<file path="config.mk">
export PLATFORM = sky130hd
export DESIGN_NAME = sms_egress_sel
export DESIGN_NICKNAME = d
export VERILOG_FILES = /design/src/hdl/sms_hash.v /design/src/hdl/sms_egress_sel.v
export VERILOG_INCLUDE_DIRS = /design/src /design/src/hdl
export SDC_FILE = /design/constraint.sdc
export NUM_CORES = 1
export LEC_CHECK = 0
export BUFFER_PORTS_ARGS = -buffer_cell sky130_fd_sc_hd__buf_2
export CAP_MARGIN = 20
export CELL_PAD_IN_SITES_DETAIL_PLACEMENT = 1
export CELL_PAD_IN_SITES_GLOBAL_PLACEMENT = 1
export CORE_MARGIN = 1
export CORE_UTILIZATION = 46
export DETAILED_ROUTE_END_ITERATION = 8
export HOLD_SLACK_MARGIN = 0.08
export PLACE_DENSITY_LB_ADDON = 0.1
export SLEW_MARGIN = 20
export SYNTH_ARGS = -nofsm -noshare
export SYNTH_HDL_FRONTEND = slang
export SYNTH_SLANG_ARGS = --single-unit
</file>
<file path="constraint.sdc">
create_clock -name i_ref_clk -period 72.4 [get_ports i_ref_clk]
set_input_delay 7.24 -clock i_ref_clk [delete_from_list [all_inputs] [get_ports i_ref_clk]]
set_output_delay 7.24 -clock i_ref_clk [all_outputs]
set_load 0.01 [all_outputs]
</file>
<file path="src/hdl/sms_regs.vh">
/*
 * register offsets, field positions, reset values and sizes of the
 * mirror and aggregation egress selector.
 * assumes byte addresses on an 8-bit address port, 32-bit data words.
 */
`ifndef SMS_REGS_VH
`define SMS_REGS_VH

// ****************************************************************
// sizes
// ****************************************************************
`define SMS_NPORT      12
`define SMS_NGRP       5
`define SMS_MAXMEM     4'ha

// ****************************************************************
// register byte offsets; group blocks are codes of address bits 7:5
// ****************************************************************
`define SMS_A_MDEST    8'h00
`define SMS_A_MMODE    8'h04
`define SMS_A_HASH     8'h08
`define SMS_A_GTYPE    8'h0c
`define SMS_A_STAT     8'h10
`define SMS_A_GMEM     3'h1
`define SMS_A_GACT     3'h2
`define SMS_A_GLIM     3'h3

// ****************************************************************
// fields and codes
// ****************************************************************
`define SMS_MDEST_EN   4
`define SMS_HB_SMAC    0
`define SMS_HB_DMAC    1
`define SMS_HB_IP      2
`define SMS_HB_L4      3
`define SMS_MODE_DIS   2'h0
`define SMS_MODE_RX    2'h1
`define SMS_MODE_TX    2'h2
`define SMS_MODE_BOTH  2'h3

// ****************************************************************
// reset values
// ****************************************************************
`define SMS_RST_HASH   4'hd
`define SMS_RST_MDEST  5'h00
`define SMS_RST_MMODE  24'h000000
`define SMS_RST_GMEM   12'h000

`endif

</file>
<file path="src/hdl/sms_hash.v">
/*
 * flow hash for aggregation member choice.
 * purely combinational; fields come from the same clock domain.
 */
`include "sms_regs.vh"

module sms_hash (
    // contributor enables
    input  wire [3:0]  i_hash_en,
    // frame header fields
    input  wire [47:0] i_smac,
    input  wire [47:0] i_dmac,
    input  wire [31:0] i_sip,
    input  wire [31:0] i_dip,
    input  wire [15:0] i_sport,
    input  wire [15:0] i_dport,
    input  wire        i_is_ipv4,
    input  wire        i_is_l4,
    // hash result
    output wire [7:0]  o_hash
);

    // fold a 48-bit value to one byte by xor of its bytes
    function [7:0] fold8;
        input [47:0] v;
        integer k;
        begin
            fold8 = 8'h00;
            for (k = 0; k < 6; k = k + 1) begin
                fold8 = fold8 ^ v[k*8 +: 8];
            end
        end
    endfunction

    wire       use_ip;  // ip addresses contribute
    wire       use_l4;  // l4 ports contribute, ipv4 only
    wire [7:0] h_smac;  // per-field parts
    wire [7:0] h_dmac;
    wire [7:0] h_ip;
    wire [7:0] h_l4;

    assign use_ip = i_hash_en[`SMS_HB_IP] & i_is_ipv4;
    assign use_l4 = i_hash_en[`SMS_HB_L4] & i_is_ipv4 & i_is_l4;

    // each part depends only on its own fields, so a flow always hashes
    // the same and never spreads over members
    assign h_smac = i_hash_en[`SMS_HB_SMAC] ? fold8(i_smac) : 8'h00;
    assign h_dmac = i_hash_en[`SMS_HB_DMAC] ? fold8(i_dmac) : 8'h00;
    assign h_ip   = use_ip ? fold8({16'h0000, i_sip ^ i_dip}) : 8'h00;
    assign h_l4   = use_l4 ? fold8({32'h00000000, i_sport ^ i_dport})
                           : 8'h00;

    // rotate parts so equal fields do not cancel each other
    assign o_hash = h_smac ^ {h_dmac[5:0], h_dmac[7:6]}
                  ^ {h_ip[3:0], h_ip[7:4]} ^ {h_l4[1:0], h_l4[7:2]};

endmodule // sms_hash

</file>
<file path="src/hdl/sms_egress_sel.v">
/*
 * mirror and aggregation egress selector: per frame descriptor it
 * builds the egress port mask, adds the mirror copy and picks one
 * member of an aggregation group.
 * assumes link, duplex and speed status come from logic on i_ref_clk;
 * one descriptor per cycle at most; registers over a plain strobe port.
 */
// The implementer's own choices: the strobed register port and the register addresses.
//
// Contract
// - mirror copy added beside normal forwarding
// - one mirror destination; disabled stops all
// - rx-only copies received frames only
// - tx-only copies transmitted frames only
// - both copies received and transmitted frames
// - disabled port copies nothing
// - mirror destination only disabled or rx-only
// - group members full duplex, same speed
// - group forwarded as one logical port
// - port in at most one group
// - reject member as mirror source/destination
// - one flow always one member
// - hash from enabled mac, ip, l4 fields
// - up to ten members per group
// - at most five groups
// - negotiated group: extras standby, replace failures
// - static group: all members active
// - reset hash defaults, no group members
`include "sms_regs.vh"

module sms_egress_sel (
    // clock and reset
    input  wire        i_ref_clk,
    input  wire        i_rst_b,
    // register port
    input  wire [7:0]  i_reg_addr,
    input  wire [31:0] i_reg_wdata,
    input  wire        i_reg_wr,
    input  wire        i_reg_rd,
    output reg  [31:0] o_reg_rdata,
    // port status
    input  wire [11:0] i_link_up,
    input  wire [11:0] i_port_fdx,
    input  wire [23:0] i_port_speed,
    // frame descriptor in
    input  wire        i_frm_valid,
    input  wire [3:0]  i_frm_src,
    input  wire [3:0]  i_frm_dst,
    input  wire        i_frm_to_grp,
    input  wire [2:0]  i_frm_grp,
    input  wire [47:0] i_smac,
    input  wire [47:0] i_dmac,
    input  wire [31:0] i_sip,
    input  wire [31:0] i_dip,
    input  wire [15:0] i_sport,
    input  wire [15:0] i_dport,
    input  wire        i_is_ipv4,
    input  wire        i_is_l4,
    // egress decision out
    output reg         o_fwd_valid,
    output reg  [11:0] o_fwd_mask,
    output reg         o_fwd_mirror
);

    // ************************************************************
    // helper functions
    // ************************************************************

    // number of set bits in a port mask
    function [3:0] popcnt;
        input [11:0] m;
        integer k;
        begin
            popcnt = 4'h0;
            for (k = 0; k < `SMS_NPORT; k = k + 1) begin
                popcnt = popcnt + {3'h0, m[k]};
            end
        end
    endfunction

    // ports whose mode copies anything (mirror sources)
    function [11:0] src_mask;
        input [23:0] modes;
        integer k;
        begin
            src_mask = 12'h000;
            for (k = 0; k < `SMS_NPORT; k = k + 1) begin
                src_mask[k] = |modes[k*2 +: 2];
            end
        end
    endfunction

    // ************************************************************
    // registers
    // ************************************************************
    reg  [4:0]  mdest_reg;          // mirror port and enable
    reg  [23:0] mmode_reg;          // two mode bits per port
    reg  [3:0]  hash_en_reg;        // hash contributor enables
    reg  [4:0]  gtype_reg;          // 1 = negotiated group
    reg         rej_reg;            // sticky rejected write
    reg  [11:0] gmem_reg [0:4];     // configured members
    reg  [3:0]  glim_reg [0:4];     // negotiated active limit
    wire [11:0] gact [0:4];         // active members per group

    wire        mir_en;             // mirror enabled
    wire [3:0]  mir_port;           // mirror port number
    wire [2:0]  a_grp;              // group index of address
    wire [2:0]  a_blk;              // block of address
    wire        a_gok;              // group index in range
    reg  [11:0] all_mem;            // union of all groups
    reg  [11:0] oth_mem;            // union of other groups
    reg         wr_ok;              // write passes checks
    reg         spd_ok;             // member speeds agree
    reg  [1:0]  spd_ref;            // speed of first member
    reg         spd_set;            // first member seen
    integer     g;
    integer     p;
    integer     r;
    assign mir_en   = mdest_reg[`SMS_MDEST_EN];
    assign mir_port = mdest_reg[3:0];
    assign a_blk    = i_reg_addr[7:5];
    assign a_grp    = i_reg_addr[4:2];
    assign a_gok    = (a_grp < `SMS_NGRP) && (i_reg_addr[1:0] == 2'h0);

    // ************************************************************
    // write checks
    // ************************************************************

    // a bad configuration is dropped whole and flags the status bit,
    // so the live tables never hold a half-applied illegal state
    always @* begin
        all_mem = 12'h000;
        oth_mem = 12'h000;
        spd_ok  = 1'b1;
        spd_ref = 2'h0;
        spd_set = 1'b0;
        for (g = 0; g < `SMS_NGRP; g = g + 1) begin
            all_mem = all_mem | gmem_reg[g];
            if (g != a_grp) begin
                oth_mem = oth_mem | gmem_reg[g];
            end
        end
        // all new members must share one speed
        for (p = 0; p < `SMS_NPORT; p = p + 1) begin
            if (i_reg_wdata[p]) begin
                if (spd_set && (i_port_speed[p*2 +: 2] != spd_ref)) begin
                    spd_ok = 1'b0;
                end
                spd_ref = spd_set ? spd_ref : i_port_speed[p*2 +: 2];
                spd_set = 1'b1;
            end
        end
        wr_ok = 1'b1;
        if (i_reg_addr == `SMS_A_MDEST) begin
            // destination may not be a member nor copy its own tx
            if (i_reg_wdata[`SMS_MDEST_EN] &&
                (all_mem[i_reg_wdata[3:0]] ||
                 mmode_reg[{i_reg_wdata[3:0], 1'b1}] ||
                 (i_reg_wdata[3:0] >= `SMS_NPORT))) begin
                wr_ok = 1'b0;
            end
        end else if (i_reg_addr == `SMS_A_MMODE) begin
            if ((src_mask(i_reg_wdata[23:0]) & all_mem) != 12'h000) begin
                wr_ok = 1'b0;
            end
            if (mir_en && i_reg_wdata[{mir_port, 1'b1}]) begin
                wr_ok = 1'b0;
            end
        end else if ((a_blk == `SMS_A_GMEM) && a_gok) begin
            if (popcnt(i_reg_wdata[11:0]) > `SMS_MAXMEM) begin
                wr_ok = 1'b0;
            end
            if ((i_reg_wdata[11:0] & ~i_port_fdx) != 12'h000) begin
                wr_ok = 1'b0;
            end
            if (!spd_ok) begin
                wr_ok = 1'b0;
            end
            if ((i_reg_wdata[11:0] & oth_mem) != 12'h000) begin
                wr_ok = 1'b0;
            end
            if (((i_reg_wdata[11:0] & src_mask(mmode_reg)) != 12'h000) ||
                (mir_en && i_reg_wdata[mir_port])) begin
                wr_ok = 1'b0;
            end
        end
    end

    // ************************************************************
    // register writes
    // ************************************************************

    // five group slots only; addresses past them are ignored
    always @(posedge i_ref_clk) begin
        if (!i_rst_b) begin
            mdest_reg   <= `SMS_RST_MDEST;
            mmode_reg   <= `SMS_RST_MMODE;
            hash_en_reg <= `SMS_RST_HASH;
            gtype_reg   <= 5'h00;
            rej_reg     <= 1'b0;
            for (r = 0; r < `SMS_NGRP; r = r + 1) begin
                gmem_reg[r] <= `SMS_RST_GMEM;
                glim_reg[r] <= 4'h0;
            end
        end else if (i_reg_wr) begin
            if (!wr_ok) begin
                rej_reg <= 1'b1;
            end else if (i_reg_addr == `SMS_A_MDEST) begin
                mdest_reg <= i_reg_wdata[4:0];
            end else if (i_reg_addr == `SMS_A_MMODE) begin
                mmode_reg <= i_reg_wdata[23:0];
            end else if (i_reg_addr == `SMS_A_HASH) begin
                hash_en_reg <= i_reg_wdata[3:0];
            end else if (i_reg_addr == `SMS_A_GTYPE) begin
                gtype_reg <= i_reg_wdata[4:0];
            end else if (i_reg_addr == `SMS_A_STAT) begin
                // write one clears; only a rejection sets it
                rej_reg <= rej_reg & ~i_reg_wdata[0];
            end else if ((a_blk == `SMS_A_GMEM) && a_gok) begin
                gmem_reg[a_grp] <= i_reg_wdata[11:0];
            end else if ((a_blk == `SMS_A_GLIM) && a_gok) begin
                glim_reg[a_grp] <= i_reg_wdata[3:0];
            end
        end
    end

    // ************************************************************
    // register reads
    // ************************************************************

    // data stands for one cycle only; unmapped offsets read zero
    always @(posedge i_ref_clk) begin
        if (!i_rst_b) begin
            o_reg_rdata <= 32'h00000000;
        end else if (!i_reg_rd) begin
            o_reg_rdata <= 32'h00000000;
        end else if (i_reg_addr == `SMS_A_MDEST) begin
            o_reg_rdata <= {27'h0000000, mdest_reg};
        end else if (i_reg_addr == `SMS_A_MMODE) begin
            o_reg_rdata <= {8'h00, mmode_reg};
        end else if (i_reg_addr == `SMS_A_HASH) begin
            o_reg_rdata <= {28'h0000000, hash_en_reg};
        end else if (i_reg_addr == `SMS_A_GTYPE) begin
            o_reg_rdata <= {27'h0000000, gtype_reg};
        end else if (i_reg_addr == `SMS_A_STAT) begin
            o_reg_rdata <= {31'h00000000, rej_reg};
        end else if ((a_blk == `SMS_A_GMEM) && a_gok) begin
            o_reg_rdata <= {20'h00000, gmem_reg[a_grp]};
        end else if ((a_blk == `SMS_A_GACT) && a_gok) begin
            o_reg_rdata <= {20'h00000, gact[a_grp]};
        end else if ((a_blk == `SMS_A_GLIM) && a_gok) begin
            o_reg_rdata <= {28'h0000000, glim_reg[a_grp]};
        end else begin
            o_reg_rdata <= 32'h00000000;
        end
    end

    // ************************************************************
    // active member sets
    // ************************************************************
    genvar gi;
    generate
        for (gi = 0; gi < `SMS_NGRP; gi = gi + 1) begin : g_act
            reg [11:0] act;     // chosen active members
            reg [3:0]  lim;     // active limit in force
            reg [3:0]  cnt;     // members taken so far
            integer    q;
            // in a negotiated group the lowest-numbered live members fill the active set; a
            // failed link drops out and the next standby takes over; a static group keeps all members
            always @* begin
                act = 12'h000;
                cnt = 4'h0;
                lim = (glim_reg[gi] == 4'h0) ? `SMS_MAXMEM : glim_reg[gi];
                for (q = 0; q < `SMS_NPORT; q = q + 1) begin
                    if (gmem_reg[gi][q] && i_link_up[q] && (cnt < lim)) begin
                        act[q] = 1'b1;
                        cnt = cnt + 4'h1;
                    end
                end
                if (!gtype_reg[gi]) begin
                    act = gmem_reg[gi];
                end
            end
            assign gact[gi] = act;
        end
    endgenerate

    // ************************************************************
    // member choice
    // ************************************************************
    wire [7:0]  hash;       // flow hash of this frame
    wire [11:0] cand;       // active members of target group
    wire [3:0]  n_act;      // their count
    wire [7:0]  pick;       // index among active members
    reg  [11:0] one_hot;    // chosen member port
    reg  [3:0]  seen;       // active members passed
    reg  [11:0] egress;     // normal egress mask
    reg         mir_hit;    // copy goes to mirror port
    integer     m;
    integer     n;
    sms_hash u_hash (
        .i_hash_en (hash_en_reg),
        .i_smac    (i_smac),
        .i_dmac    (i_dmac),
        .i_sip     (i_sip),
        .i_dip     (i_dip),
        .i_sport   (i_sport),
        .i_dport   (i_dport),
        .i_is_ipv4 (i_is_ipv4),
        .i_is_l4   (i_is_l4),
        .o_hash    (hash)
    );

    assign cand  = (i_frm_grp < `SMS_NGRP) ? gact[i_frm_grp] : 12'h000;
    assign n_act = popcnt(cand);
    // an empty group divides by one and then finds no member
    assign pick  = hash % ((n_act == 4'h0) ? 8'h01 : {4'h0, n_act});

    // walk to the pick-th active member; exactly one bit survives unless the group is empty
    always @* begin
        one_hot = 12'h000;
        seen    = 4'h0;
        for (m = 0; m < `SMS_NPORT; m = m + 1) begin
            if (cand[m]) begin
                if (seen == pick) begin
                    one_hot[m] = 1'b1;
                end
                seen = seen + 4'h1;
            end
        end
    end

    // group looks like any single port to the forwarding path
    always @* begin
        egress  = 12'h000;
        mir_hit = 1'b0;
        if (i_frm_to_grp) begin
            egress = one_hot;
        end else if (i_frm_dst < `SMS_NPORT) begin
            egress[i_frm_dst] = 1'b1;
        end
        // rx side: mode rx-only or both on the source port
        if (i_frm_src < `SMS_NPORT) begin
            mir_hit = mmode_reg[{i_frm_src, 1'b0}];
        end
        // tx side: mode tx-only or both on any egress port
        for (n = 0; n < `SMS_NPORT; n = n + 1) begin
            if (egress[n] && mmode_reg[n*2 + 1]) begin
                mir_hit = 1'b1;
            end
        end
        mir_hit = mir_hit & mir_en;
    end

    // ************************************************************
    // decision output
    // ************************************************************

    // one register stage; the copy is added, the frame still goes out
    always @(posedge i_ref_clk) begin
        if (!i_rst_b) begin
            o_fwd_valid  <= 1'b0;
            o_fwd_mask   <= 12'h000;
            o_fwd_mirror <= 1'b0;
        end else begin
            o_fwd_valid  <= i_frm_valid;
            o_fwd_mirror <= i_frm_valid & mir_hit;
            if (i_frm_valid && mir_hit) begin
                o_fwd_mask <= egress | (12'h001 << mir_port);
            end else if (i_frm_valid) begin
                o_fwd_mask <= egress;
            end else begin
                o_fwd_mask <= 12'h000;
            end
        end
    end

endmodule // sms_egress_sel

</file>
==> results.md <==
- Run status: complete, no violations
- Root buffer cell: clkbuf_16
- Synth top area share: 14.79%
- Clock latency on the worst-skew pair: 530 ps
- Area growth, synth to finish: 12.57%
- Post-synth EDFFs: 128
- Top post-synthesis cells by area: edfxtp_1 (15%), ha_1 (11%), xnor2_1 (7.5%)
- Die X: 239.7 um
- Clock Skews: 12.15 ps
- Vias per cell: 6.564
- R2r startpoint: glim_reg[1][0]
- Io pins: 345
- Setup Crit Path Kind: input port to register
- TritonCTS buffer count: 23
- Tmin final: 45,190 ps
- HPWL Detailed: 93,870 um
- Synth Instances: 3,125
- Remaining DRCs: 0
- Layout cell share with drive strength beyond 1: 16.58%
- Reg2Reg Depth: 141
- Pre-Repair DR Iteration Count: 6
- DR iter-0 viols: 2,510
- Clock sink count: 205
- CP top delay family: compound AO/OA/AOI/OAI gates
- Fill cells: 6,810
- Hold path startpoint: mmode_reg[14]
- Final GP Congestion: 1.020
- CTS Buffer Depth: 3
- WP data arrival: 45,540 ps
- Synth Cell Area: 0.02599 sq mm
- TNS Setup: 0 ps
- Register area share after synthesis: 20.72%
- Count leader, synth: nand2_1
- CP required: 72,750 ps
- Row cnt: 86
- Clock Pin Slew Worst Setup and Hold Paths: 60 ps
- R2r setup slk: 33,670 ps
- Final setup fails: 0
- Antenna violations before repair: 7
- FFs w/ async S/R, synth: 0%
- Routed vias: 27,681
- Final hold violations: 0
- Remaining Overflow, GRT: 0
- Largest net degree at the start of global routing: 53
- Global-route wire length before repair: 175,300 um
- Net count, final: 3,990
- Initial Utilization: 46.91%
- Post-CTS Hold Fix Bufs: 0
- Yosys cell types: 119
- RSZ-0062 raised after global routing: false
- Avg Cell Area, Syn: 8.318 sq um
- Period utilization: 62.42%
- WHS Endpoint: o_reg_rdata[14]
- Yosys warning count: 0
- I/O Buffers: 332
- Cell taking the most area after synthesis: edfxtp_1
- Slew HR: 14.16%
- Worst hold path cell count: 1
- Max reg flops: 96
- GRT Total Usage: 40.50%
- Top FF cell, synth: edfxtp_1
- Max incr delay on CP: 870 ps
- Post-Route WL: 118,900 um
- Post_cts resized: 0
- Total core area: 0.05542 sq mm
- Buf/Inv on CP: 12
- Hold Path Class: register to register
- Slowest stage cell, crit path: a2111oi_2
- Synth Register Bits: 205
- H-tree depth: 1
- Fin. max-slew vios: 0
- Post-CTS setup buffers: 0
- Cell repeated most along the worst path: ha_1
- Vias in the first global route: 28,804
- Height of the die: 239.7 um
- Synth top cells by count: nand2_1 (332), nor2_1 (265), ha_1 (226), xnor2_1 (222), o21ai_0 (178)
- Crit path capture type: register
- Antenna-violating nets left: 0
- Die area: 0.05747 sq mm
- Slew @ Worst Pin: 1271 ps
- FMAX: 22.13 MHz
- Critical path fanouts, max: 13
- MaxCap Viol Count: 0
- CP Launch Type: input port
- Drt wl/cell: 28.19 um
- Reg2reg end: o_fwd_mask[0]
- CTS tree: built
-- area by class of cell --
class / count / area [sq um] / share of cell area [%]
Multi-Input combinational cell: 2716 / 19810 / 67.68
Sequential cell: 205 / 5385 / 18.40
Timing Repair Buffer: 359 / 1869 / 6.388
Tap cell: 748 / 935.9 / 3.198
Clock buffer: 34 / 678.2 / 2.317
Inverter: 145 / 544.3 / 1.860
Clock inverter: 8 / 40.04 / 0.1368
Antenna cell: 2 / 5.005 / 0.01710
-- through the flow --
stage / std cells / hold slack, ps / utilization, % / instance area [sq um] / setup WS [ps]
3_3_place_gp: 4173 / 494.0 / 51.47 / 28520 / 28770
4_1_cts: 4215 / 511.8 / 52.76 / 29240 / 27280
2_1_floorplan: 3185 / 462.6 / - / 26220 / 36000
6_report: 4217 / 517.5 / 52.81 / 29260 / 27210
5_1_grt: 4215 / 531.9 / 52.80 / 29260 / 24680
3_5_place_dp: 4173 / 508.0 / 51.47 / 28520 / 26960
-- cells by family after synthesis --
group	Yosys count	synth area share (%)
simple gates	1137	21.55
compound gates	774	20.22
xor+xnor	312	11.50
buf+inv	264	4.033
fa+ha+maj	242	12.07
flops	205	20.72
mux	190	9.896
other cells	1	0.01443
-- routing by layer --
| layer | routed length (um) | track usage (%) | up-vias |
|---|---|---|---|
| li1 | - | - | 12167 |
| met1 | 46300 | 49.83 | 13609 |
| met2 | 54030 | 65.89 | 1436 |
| met3 | 11320 | 9.093 | 457 |
| met4 | 7154 | 21.23 | 12 |
| met5 | 79 | 0 | - |
-- cells in the final DEF, fill, tap and decap left out, types with 33 or more instances in the layout --
cell type	n
nand2_1	332
buf_2	330
nor2_1	264
ha_1	226
xnor2_1	222
o21ai_0	178
a21oi_1	149
inv_1	128
edfxtp_1	128
nand3_1	97
nor3_1	89
mux2i_1	88
dfxtp_1	77
nor2b_1	70
xor2_1	70
conb_1	61
mux2_2	53
o21a_1	49
mux4_2	48
a211oi_1	44
and2_1	41
a31oi_1	41
nand2b_1	35
nand4_1	33
-- worst max-delay path by stage --
stage / end / cells after the start / startpoint
4_1_cts: o_fwd_mask[0] / 143 / i_link_up[0]
3_3_place_gp: o_fwd_mask[5] / 143 / i_link_up[0]
5_1_grt: o_fwd_mask[0] / 141 / i_link_up[0]
2_1_floorplan: o_fwd_mask[8] / 142 / i_link_up[0]
6_report: o_fwd_mask[0] / 140 / i_link_up[0]
3_5_place_dp: o_fwd_mask[0] / 143 / i_link_up[0]
Power is not shown: default switching activity piles up to over one toggle a cycle in this logic, so the estimate is an artifact.
